`src/scc_defs.svh`:
```
// Constants for the standby and conversion control block.
`ifndef SCC_DEFS_SVH
`define SCC_DEFS_SVH
`define SCC_CLK_HZ         20000000
`define SCC_CONV_MS        125
`define SCC_CONV_CYC       ((`SCC_CLK_HZ / 1000) * `SCC_CONV_MS)
`define SCC_RATE_CYC_DEF   20000000
`define SCC_OFF_CTRL       12'h000
`define SCC_OFF_STAT       12'h004
`define SCC_OFF_RATE       12'h008
`define SCC_OFF_RES        12'h00c
`define SCC_OFF_ADC        12'h010
`define SCC_CTRL_HALT_BIT  0
`define SCC_CTRL_SHOT_BIT  1
`define SCC_CTRL_RST       32'h0000_0000
`define SCC_STAT_BUSY_BIT  0
`define SCC_STAT_HWSB_BIT  1
`define SCC_STAT_SWSB_BIT  2
`define SCC_STAT_ABRT_BIT  3
`define SCC_RESP_OKAY      2'b00
`define SCC_RESP_SLVERR    2'b10
`endif

```
`src/scc_pkg.sv`:
```
// Types for the standby and conversion control block.
package scc_pkg;
  typedef enum logic [3:0] {
    SCC_IDLE  = 4'b0001,
    SCC_REM   = 4'b0010,
    SCC_LOC   = 4'b0100,
    SCC_LATCH = 4'b1000
  } scc_state_t;
  typedef struct packed {
    logic [7:0] remote;
    logic [7:0] local_t;
  } scc_result_t;
endpackage : scc_pkg

```
`src/scc_sync.sv`:
```
// Two flip-flop synchroniser for a pin input.
`timescale 1ns/1ps
module scc_sync
  import scc_pkg::*;
#(
  parameter logic RST_VAL = 1'b1
)
(
  input  wire logic clk_i,
  input  wire logic rstn_i,
  input  wire logic d_i,
  output logic      q_o
);
  logic meta_r;
  logic meta_nxt;
  logic q_r;
  logic q_nxt;

  always_comb
  begin
    meta_nxt = rstn_i ? d_i : RST_VAL;
    q_nxt    = rstn_i ? meta_r : RST_VAL;
  end

  always_ff @(posedge clk_i)
  begin
    meta_r <= meta_nxt;
    q_r    <= q_nxt;
  end

  assign q_o = q_r;
endmodule : scc_sync

```
`src/scc_ctrl.sv`:
```
// Standby and conversion sequencing with an AXI4-Lite register slave.
//
// Decided for this implementation: the placing of the registers and the AXI4-Lite interface to the registers.
`timescale 1ns/1ps
`include "scc_defs.svh"
module scc_ctrl
  import scc_pkg::*;
#(
  parameter int unsigned CONV_CYC     = `SCC_CONV_CYC,
  parameter int unsigned RATE_CYC_DEF = `SCC_RATE_CYC_DEF
)
(
  input  wire logic        MCLK_I,
  input  wire logic        RESETN_I,
  input  wire logic        HW_SLEEP_PIN_I,
  input  wire logic [7:0]  ADC_DATA_I,
  output logic             ADC_EN_O,
  output logic             ADC_SEL_REMOTE_O,
  output logic             BUSY_O,
  input  wire logic        S_AXI_AWVALID,
  output logic             S_AXI_AWREADY,
  input  wire logic [11:0] S_AXI_AWADDR,
  input  wire logic        S_AXI_WVALID,
  output logic             S_AXI_WREADY,
  input  wire logic [31:0] S_AXI_WDATA,
  input  wire logic [3:0]  S_AXI_WSTRB,
  output logic             S_AXI_BVALID,
  input  wire logic        S_AXI_BREADY,
  output logic [1:0]       S_AXI_BRESP,
  input  wire logic        S_AXI_ARVALID,
  output logic             S_AXI_ARREADY,
  input  wire logic [11:0] S_AXI_ARADDR,
  output logic             S_AXI_RVALID,
  input  wire logic        S_AXI_RREADY,
  output logic [31:0]      S_AXI_RDATA,
  output logic [1:0]       S_AXI_RRESP
);
  localparam int unsigned HALF_CYC = CONV_CYC / 2;

  logic        pin_s;
  scc_state_t  st_r,      st_nxt;
  logic [31:0] cnt_r,     cnt_nxt;
  logic [31:0] rate_r,    rate_nxt;
  logic [31:0] tmr_r,     tmr_nxt;
  logic        halt_r,    halt_nxt;
  logic        shot_r,    shot_nxt;
  logic        abrt_r,    abrt_nxt;
  logic [7:0]  rem_r,     rem_nxt;
  scc_result_t res_r,     res_nxt;
  logic        aw_r,      aw_nxt;
  logic [11:0] awa_r,     awa_nxt;
  logic        w_r,       w_nxt;
  logic [31:0] wd_r,      wd_nxt;
  logic        bv_r,      bv_nxt;
  logic [1:0]  br_r,      br_nxt;
  logic        rv_r,      rv_nxt;
  logic [31:0] rd_r,      rd_nxt;
  logic [1:0]  rr_r,      rr_nxt;
  logic        do_wr;
  logic        hw_sb;
  logic        sb;
  logic        shot_set;
  logic        start;
  logic        sw_shot_r, sw_shot_nxt;
  logic        ws0_r,     ws0_nxt;

  scc_sync #(
    .RST_VAL (1'b1)
  ) u_pin_sync (
    .clk_i  (MCLK_I),
    .rstn_i (RESETN_I),
    .d_i    (HW_SLEEP_PIN_I),
    .q_o    (pin_s)
  );

  always_comb
  begin
    hw_sb    = ~pin_s;
    sb       = hw_sb | halt_r;
    do_wr    = aw_r & w_r & ~bv_r;
    shot_set = do_wr & (awa_r == `SCC_OFF_CTRL) & ws0_r
               & wd_r[`SCC_CTRL_SHOT_BIT];
    start    = 1'b0;
    st_nxt   = st_r;
    cnt_nxt  = cnt_r;
    tmr_nxt  = tmr_r;
    shot_nxt = shot_r;
    abrt_nxt = abrt_r;
    rem_nxt  = rem_r;
    res_nxt  = res_r;
    if (hw_sb)
    begin
      shot_nxt = 1'b0;
    end
    else if (shot_set)
    begin
      shot_nxt = 1'b1;
    end
    if (sb || tmr_r == 32'h0)
    begin
      tmr_nxt = (rate_r == 32'h0) ? 32'h0 : rate_r - 32'h1;
    end
    else
    begin
      tmr_nxt = tmr_r - 32'h1;
    end
    unique case (st_r)
      SCC_IDLE:
      begin
        if (!hw_sb && (shot_r || (!halt_r && tmr_r == 32'h0)))
        begin
          start    = 1'b1;
          shot_nxt = shot_set;
          st_nxt   = SCC_REM;
          cnt_nxt  = 32'h0;
        end
      end
      SCC_REM, SCC_LOC:
      begin
        cnt_nxt = cnt_r + 32'h1;
        if (st_r == SCC_REM && cnt_r == HALF_CYC - 1)
        begin
          rem_nxt = ADC_DATA_I;
          st_nxt  = SCC_LOC;
        end
        if (st_r == SCC_LOC && cnt_r == CONV_CYC - 1)
        begin
          res_nxt.remote  = rem_r;
          res_nxt.local_t = ADC_DATA_I;
          st_nxt          = SCC_LATCH;
        end
      end
      SCC_LATCH:
      begin
        st_nxt = SCC_IDLE;
      end
      default:
      begin
        st_nxt = SCC_IDLE;
      end
    endcase
    if (start)
    begin
      abrt_nxt = 1'b0;
    end
    if ((st_r == SCC_REM || st_r == SCC_LOC) && (hw_sb || (halt_r && !sw_shot_r)))
    begin
      st_nxt   = SCC_IDLE;
      res_nxt  = res_r;
      abrt_nxt = 1'b1;
    end
  end

  always_comb
  begin
    sw_shot_nxt = sw_shot_r;
    if (start)
    begin
      sw_shot_nxt = halt_r;
    end
    else if (st_r == SCC_IDLE)
    begin
      sw_shot_nxt = 1'b0;
    end
  end

  always_comb
  begin
    aw_nxt   = aw_r;
    awa_nxt  = awa_r;
    w_nxt    = w_r;
    wd_nxt   = wd_r;
    ws0_nxt  = ws0_r;
    bv_nxt   = bv_r;
    br_nxt   = br_r;
    halt_nxt = halt_r;
    rate_nxt = rate_r;
    rv_nxt   = rv_r;
    rd_nxt   = rd_r;
    rr_nxt   = rr_r;
    if (S_AXI_AWVALID && !aw_r && !bv_r)
    begin
      aw_nxt  = 1'b1;
      awa_nxt = S_AXI_AWADDR;
    end
    if (S_AXI_WVALID && !w_r && !bv_r)
    begin
      w_nxt  = 1'b1;
      wd_nxt  = S_AXI_WDATA;
      ws0_nxt = S_AXI_WSTRB[0];
    end
    if (do_wr)
    begin
      aw_nxt = 1'b0;
      w_nxt  = 1'b0;
      bv_nxt = 1'b1;
      br_nxt = `SCC_RESP_OKAY;
      unique case (awa_r)
        `SCC_OFF_CTRL:
        begin
          if (ws0_r)
          begin
            halt_nxt = wd_r[`SCC_CTRL_HALT_BIT];
          end
        end
        `SCC_OFF_RATE:
        begin
          rate_nxt = wd_r;
        end
        `SCC_OFF_STAT, `SCC_OFF_RES, `SCC_OFF_ADC:
        begin
          br_nxt = `SCC_RESP_OKAY;
        end
        default:
        begin
          br_nxt = `SCC_RESP_SLVERR;
        end
      endcase
    end
    else if (bv_r && S_AXI_BREADY)
    begin
      bv_nxt = 1'b0;
    end
    if (S_AXI_ARVALID && !rv_r)
    begin
      rv_nxt = 1'b1;
      rr_nxt = `SCC_RESP_OKAY;
      unique case (S_AXI_ARADDR)
        `SCC_OFF_CTRL: rd_nxt = {30'h0, shot_r, halt_r};
        `SCC_OFF_STAT: rd_nxt = {28'h0, abrt_r, halt_r, hw_sb, st_r != SCC_IDLE};
        `SCC_OFF_RATE: rd_nxt = rate_r;
        `SCC_OFF_RES:  rd_nxt = {16'h0, res_r};
        `SCC_OFF_ADC:  rd_nxt = {24'h0, rem_r};
        default:
        begin
          rd_nxt = 32'h0;
          rr_nxt = `SCC_RESP_SLVERR;
        end
      endcase
    end
    else if (rv_r && S_AXI_RREADY)
    begin
      rv_nxt = 1'b0;
    end
  end

  always_ff @(posedge MCLK_I)
  begin
    if (!RESETN_I)
    begin
      st_r      <= SCC_IDLE;
      cnt_r     <= 32'h0;
      rate_r    <= RATE_CYC_DEF;
      tmr_r     <= 32'h0;
      halt_r    <= 1'b0;
      shot_r    <= 1'b0;
      sw_shot_r <= 1'b0;
      abrt_r    <= 1'b0;
      rem_r     <= 8'h00;
      res_r     <= '0;
      aw_r      <= 1'b0;
      awa_r     <= 12'h000;
      w_r       <= 1'b0;
      wd_r      <= 32'h0;
      ws0_r     <= 1'b0;
      bv_r      <= 1'b0;
      br_r      <= 2'b00;
      rv_r      <= 1'b0;
      rd_r      <= 32'h0;
      rr_r      <= 2'b00;
    end
    else
    begin
      st_r      <= st_nxt;
      cnt_r     <= cnt_nxt;
      rate_r    <= rate_nxt;
      tmr_r     <= tmr_nxt;
      halt_r    <= halt_nxt;
      shot_r    <= shot_nxt;
      sw_shot_r <= sw_shot_nxt;
      abrt_r    <= abrt_nxt;
      rem_r     <= rem_nxt;
      res_r     <= res_nxt;
      aw_r      <= aw_nxt;
      awa_r     <= awa_nxt;
      w_r       <= w_nxt;
      wd_r      <= wd_nxt;
      ws0_r     <= ws0_nxt;
      bv_r      <= bv_nxt;
      br_r      <= br_nxt;
      rv_r      <= rv_nxt;
      rd_r      <= rd_nxt;
      rr_r      <= rr_nxt;
    end
  end

  logic adc_en_r;
  logic sel_r;
  logic busy_r;

  always_ff @(posedge MCLK_I)
  begin
    if (!RESETN_I)
    begin
      adc_en_r <= 1'b0;
      sel_r    <= 1'b0;
      busy_r   <= 1'b0;
    end
    else
    begin
      adc_en_r <= (st_nxt == SCC_REM) || (st_nxt == SCC_LOC);
      sel_r    <= (st_nxt == SCC_REM);
      busy_r   <= (st_nxt != SCC_IDLE);
    end
  end

  assign ADC_EN_O         = adc_en_r;
  assign ADC_SEL_REMOTE_O = sel_r;
  assign BUSY_O           = busy_r;
  assign S_AXI_AWREADY    = ~aw_r & ~bv_r;
  assign S_AXI_WREADY     = ~w_r & ~bv_r;
  assign S_AXI_BVALID     = bv_r;
  assign S_AXI_BRESP      = br_r;
  assign S_AXI_ARREADY    = ~rv_r;
  assign S_AXI_RVALID     = rv_r;
  assign S_AXI_RDATA      = rd_r;
  assign S_AXI_RRESP      = rr_r;
endmodule : scc_ctrl

```
`config.mk`:
```
export PLATFORM = sky130hd
export DESIGN_NAME = scc_ctrl
export DESIGN_NICKNAME = d
export VERILOG_FILES = /design/src/scc_pkg.sv /design/src/scc_sync.sv /design/src/scc_ctrl.sv
export VERILOG_INCLUDE_DIRS = /design/src
export SDC_FILE = /design/constraint.sdc
export NUM_CORES = 1
export LEC_CHECK = 0
export ABC_AREA = 1
export CAP_MARGIN = 20
export CORE_ASPECT_RATIO = 1.5
export CORE_MARGIN = 2
export CORE_UTILIZATION = 40
export CTS_CLUSTER_DIAMETER = 40
export DETAILED_ROUTE_END_ITERATION = 7
export DONT_BUFFER_PORTS = 1
export HOLD_SLACK_MARGIN = 0.12
export PLACE_DENSITY = 0.56
export SKIP_LAST_GASP = 1
export SLEW_MARGIN = 20
export SYNTH_ARGS = -nofsm -noshare
export SYNTH_HDL_FRONTEND = slang
export SYNTH_SLANG_ARGS = --single-unit
```
`constraint.sdc`:
```
create_clock -name MCLK_I -period 3.2 [get_ports MCLK_I]
set_input_delay 0.48 -clock MCLK_I [delete_from_list [all_inputs] [get_ports MCLK_I]]
set_output_delay 0.48 -clock MCLK_I [all_outputs]
set_load 0.1 [all_outputs]
```
==> flow_metrics.env <==
export IMPL_min_path_type="input pin to register"
export IMPL_clkLatencyLatePin_ns=0.56
export IMPL_startpoint_type="register"
export IMPL_globalplace_congestion=0.9431
export IMPL_pre_cts_ws_ns=0.8989
export IMPL_clk_pin_slew_worst_paths_ns=0.06
export IMPL_synth_cell_types=40
export IMPL_drtIter0Drc=708
export IMPL_drtPass1Iterations=5
export IMPL_clockBufferDepth=3
export IMPL_cts_setup_buffers=0
export IMPL_tns_ns=0
export IMPL_arrival_ns=2.81
export IMPL_hold_violations=0
export IMPL_syn_to_final_growth_pct=14.99
export IMPL_period_share_pct=72.61
export IMPL_finalSetupViolations=0
export IMPL_ioPinCount=120
export IMPL_drive_above_1_share_pct=6.316
export IMPL_synth_seq_cells=216
export IMPL_placed_cells=1954
export IMPL_synthXorXnorAreaFrac_pct=3.370
export IMPL_grt_pass1_wl_um=52850
export IMPL_synth_warnings=0
export IMPL_ctsRootBufferMaster="clkbuf_16"
export IMPL_io_buffers=0
export IMPL_antennaDiodeCount=0
export IMPL_grt_pass1_vias=10070
export IMPL_synth_compound_area_share_pct=14.11
export IMPL_p_total_mw=8.674
export IMPL_rows=74
export IMPL_gr_usage_all_layers_pct=22.93
export IMPL_wire_per_inst_um=16.45
export IMPL_drv_cap=0
export IMPL_cts_buffers=29
export IMPL_finalClockSkew_ns=0.01861
export IMPL_wl_um=33500
export IMPL_core_um2=27040
export IMPL_die_area_um2=28650
export IMPL_syn_cell_area_um2=10910
export IMPL_status="finished clean"
export IMPL_final_min_clock_period_ns=2.324
export IMPL_layout_setup_ws_ns=0.8764
export IMPL_grt_max_degree=93
export IMPL_power_density_nw_per_um2=691.1
export IMPL_clock_sinks=216
export IMPL_cp_required_ns=3.69
export IMPL_stdcell_area_um2=12550
export IMPL_synth_top_family_by_area="simple AND/OR/NAND/NOR gates"
export IMPL_drv_slew=0
export IMPL_die_x_um=138.9
export IMPL_dpl_instance_area_um2=11220
export IMPL_grt_overflow=0
export IMPL_cp_end_kind="register"
export IMPL_rsz0062_at_grt="false"
export IMPL_postLayoutCoreUtil_pct=46.42
export IMPL_max_slew_margin_pct=32.24
export IMPL_dp_hpwl_um=24140
export IMPL_die_h_um=206.3
export IMPL_synth_area_per_cell_um2=6.579
export IMPL_timing_fmax_mhz=430.4
export IMPL_timing_hold_ws_ns=0.1318
export IMPL_synth_seq_area_share_pct=39.62
export IMPL_worst_ir_drop_vdd_mv=0.4636
export IMPL_initial_core_util_pct=40.37
export IMPL_finalNonFillerCells=2036
export IMPL_crit_type="register to register"
export IMPL_drcViolationCount=0
export IMPL_dr_total_vias=10420
export IMPL_cts_hold_buffers=29
export IMPL_syn_inst=1659
export IMPL_vias_per_cell=5.117
export IMPL_synthSimpleGateAreaFrac_pct=33.57
export IMPL_ant_nets=0
export IMPL_worst_pin_slew_ns=1.015
export IMPL_synth_adder_area_share_pct=0.4586
export IMPL_htreeDepth=1
export IMPL_synth_mux_area_share_pct=0
export IMPL_fin_nets=1752
export IMPL_power_leakage_nw=5.107
export IMPL_antenna_found_initial=0
export IMPL_cp_max_fo=18
export IMPL_cts_tree="built"
export IMPL_ctsResizeCount=0
state kept, by name, summed over array words and instances, names as in the netlist, 4 cells and up:
name / cells
awa_r: 12
rem_r: 8
S_AXI_RDATA: 32
cnt_r: 32
wd_r: 32
tmr_r: 32
res_r: 16
st_r: 4
rate_r: 32
synth_stat cells:
cell type / number / area share [%]
a21boi_0: 1 / 0.069
a21o_1: 9 / 0.62
a21oi_1: 148 / 6.8
a21oi_4: 1 / 0.15
a22oi_1: 1 / 0.069
and2_1: 1 / 0.057
buf_1: 5 / 0.17
buf_2: 9 / 0.41
buf_4: 2 / 0.14
buf_6: 3 / 0.31
clkbuf_1: 46 / 1.6
clkinv_1: 3 / 0.10
conb_1: 1 / 0.034
dfxtp_1: 216 / 40
ha_1: 4 / 0.46
inv_1: 176 / 6.1
inv_2: 2 / 0.069
nand2_1: 349 / 12
nand2_2: 11 / 0.63
nand3_1: 141 / 6.5
nand3_2: 1 / 0.092
nand3_4: 1 / 0.16
nand4_1: 31 / 1.8
nor2_1: 277 / 9.5
nor2_2: 4 / 0.23
nor2_4: 2 / 0.21
nor2_8: 1 / 0.18
nor3_1: 30 / 1.4
nor3_4: 1 / 0.15
nor4_1: 1 / 0.057
nor4_4: 1 / 0.19
o211ai_1: 13 / 0.89
o21a_1: 2 / 0.14
o21ai_0: 106 / 4.9
o21bai_1: 1 / 0.069
o22ai_1: 8 / 0.46
or2_0: 1 / 0.057
or2_2: 7 / 0.40
xnor2_1: 7 / 0.56
xor2_1: 35 / 2.8
cell usage in the layout, fill, tap and decap left out, types with 29 or more instances in the layout:
| cell | instances |
|---|---|
| nand2_1 | 349 |
| clkbuf_16 | 29 |
| nor2_1 | 274 |
| o21ai_0 | 106 |
| nor3_1 | 30 |
| xor2_1 | 35 |
| a21oi_1 | 148 |
| inv_1 | 175 |
| nand3_1 | 140 |
| nand4_1 | 31 |
| dfxtp_1 | 216 |
routing by layer:
metal,vias up,share of wire (%),global-route usage [%],wire [um]
li1,5383,-,-,-
met1,4729,38,25.02,12780
met2,226,53,43.90,17790
met3,81,4.1,2.665,1358
met4,0,4.7,11.00,1565
met5,-,0,0,0
worst max-delay path: stages, from the launching register on:
cell and delay [ns]:
dfxtp_1 0.42, ha_1 0.30, nand2_2 0.11, nor2_4 0.17
inv_2 0.09, nor3_4 0.12, nand3_2 0.14, nor2_8 0.29
nand3_4 0.32, nand2_1 0.16, inv_1 0.05, nor2_1 0.09
final cells by class:
| class | instances | area [um2] |
|---|---|---|
| clock inverter | 21 | 266.5 |
| fill | 2831 | 14490 |
| clock buffer | 32 | 757.0 |
| tap | 342 | 427.9 |
| sequential | 216 | 4324 |
| timing repair buffer | 46 | 447.9 |
| multi-input combinational | 1198 | 5647 |
| inverter | 181 | 680.7 |
logic make-up after synthesis:
kind of cell	count (synthesis)
xor+xnor	42
simple gates	860
compound gates	290
buf+inv	246
flops	216
fa+ha+maj	4
other cells	1
power breakdown:
| part | internal [mW] | switching [mW] | total [mW] |
|---|---|---|---|
| combinational | 0.695 | 1.40 | 2.09 |
| sequential | 2.92 | 0.233 | 3.16 |
| clock | 2.07 | 1.35 | 3.42 |
| total | 5.69 | 2.98 | 8.67 |
path summary, 6_finish.rpt:
check | start | end | slack (ns) | depth (start not counted)
worst max-delay path | cnt_r[0]$_SDFFE_PN0P_ | res_r[6]$_SDFFE_PN0P_ | 0.88 | 11
worst min-delay path | RESETN_I | awa_r[11]$_SDFFE_PN0P_ | 0.13 | 2
worst max register to register | cnt_r[0]$_SDFFE_PN0P_ | res_r[6]$_SDFFE_PN0P_ | 0.88 | 11
worst min register to register | u_pin_sync.meta_r$_SDFF_PN1_ | u_pin_sync.q_o$_SDFF_PN1_ | 0.45 | 1
No activity file was read; power rests on OpenSTA's default activity.
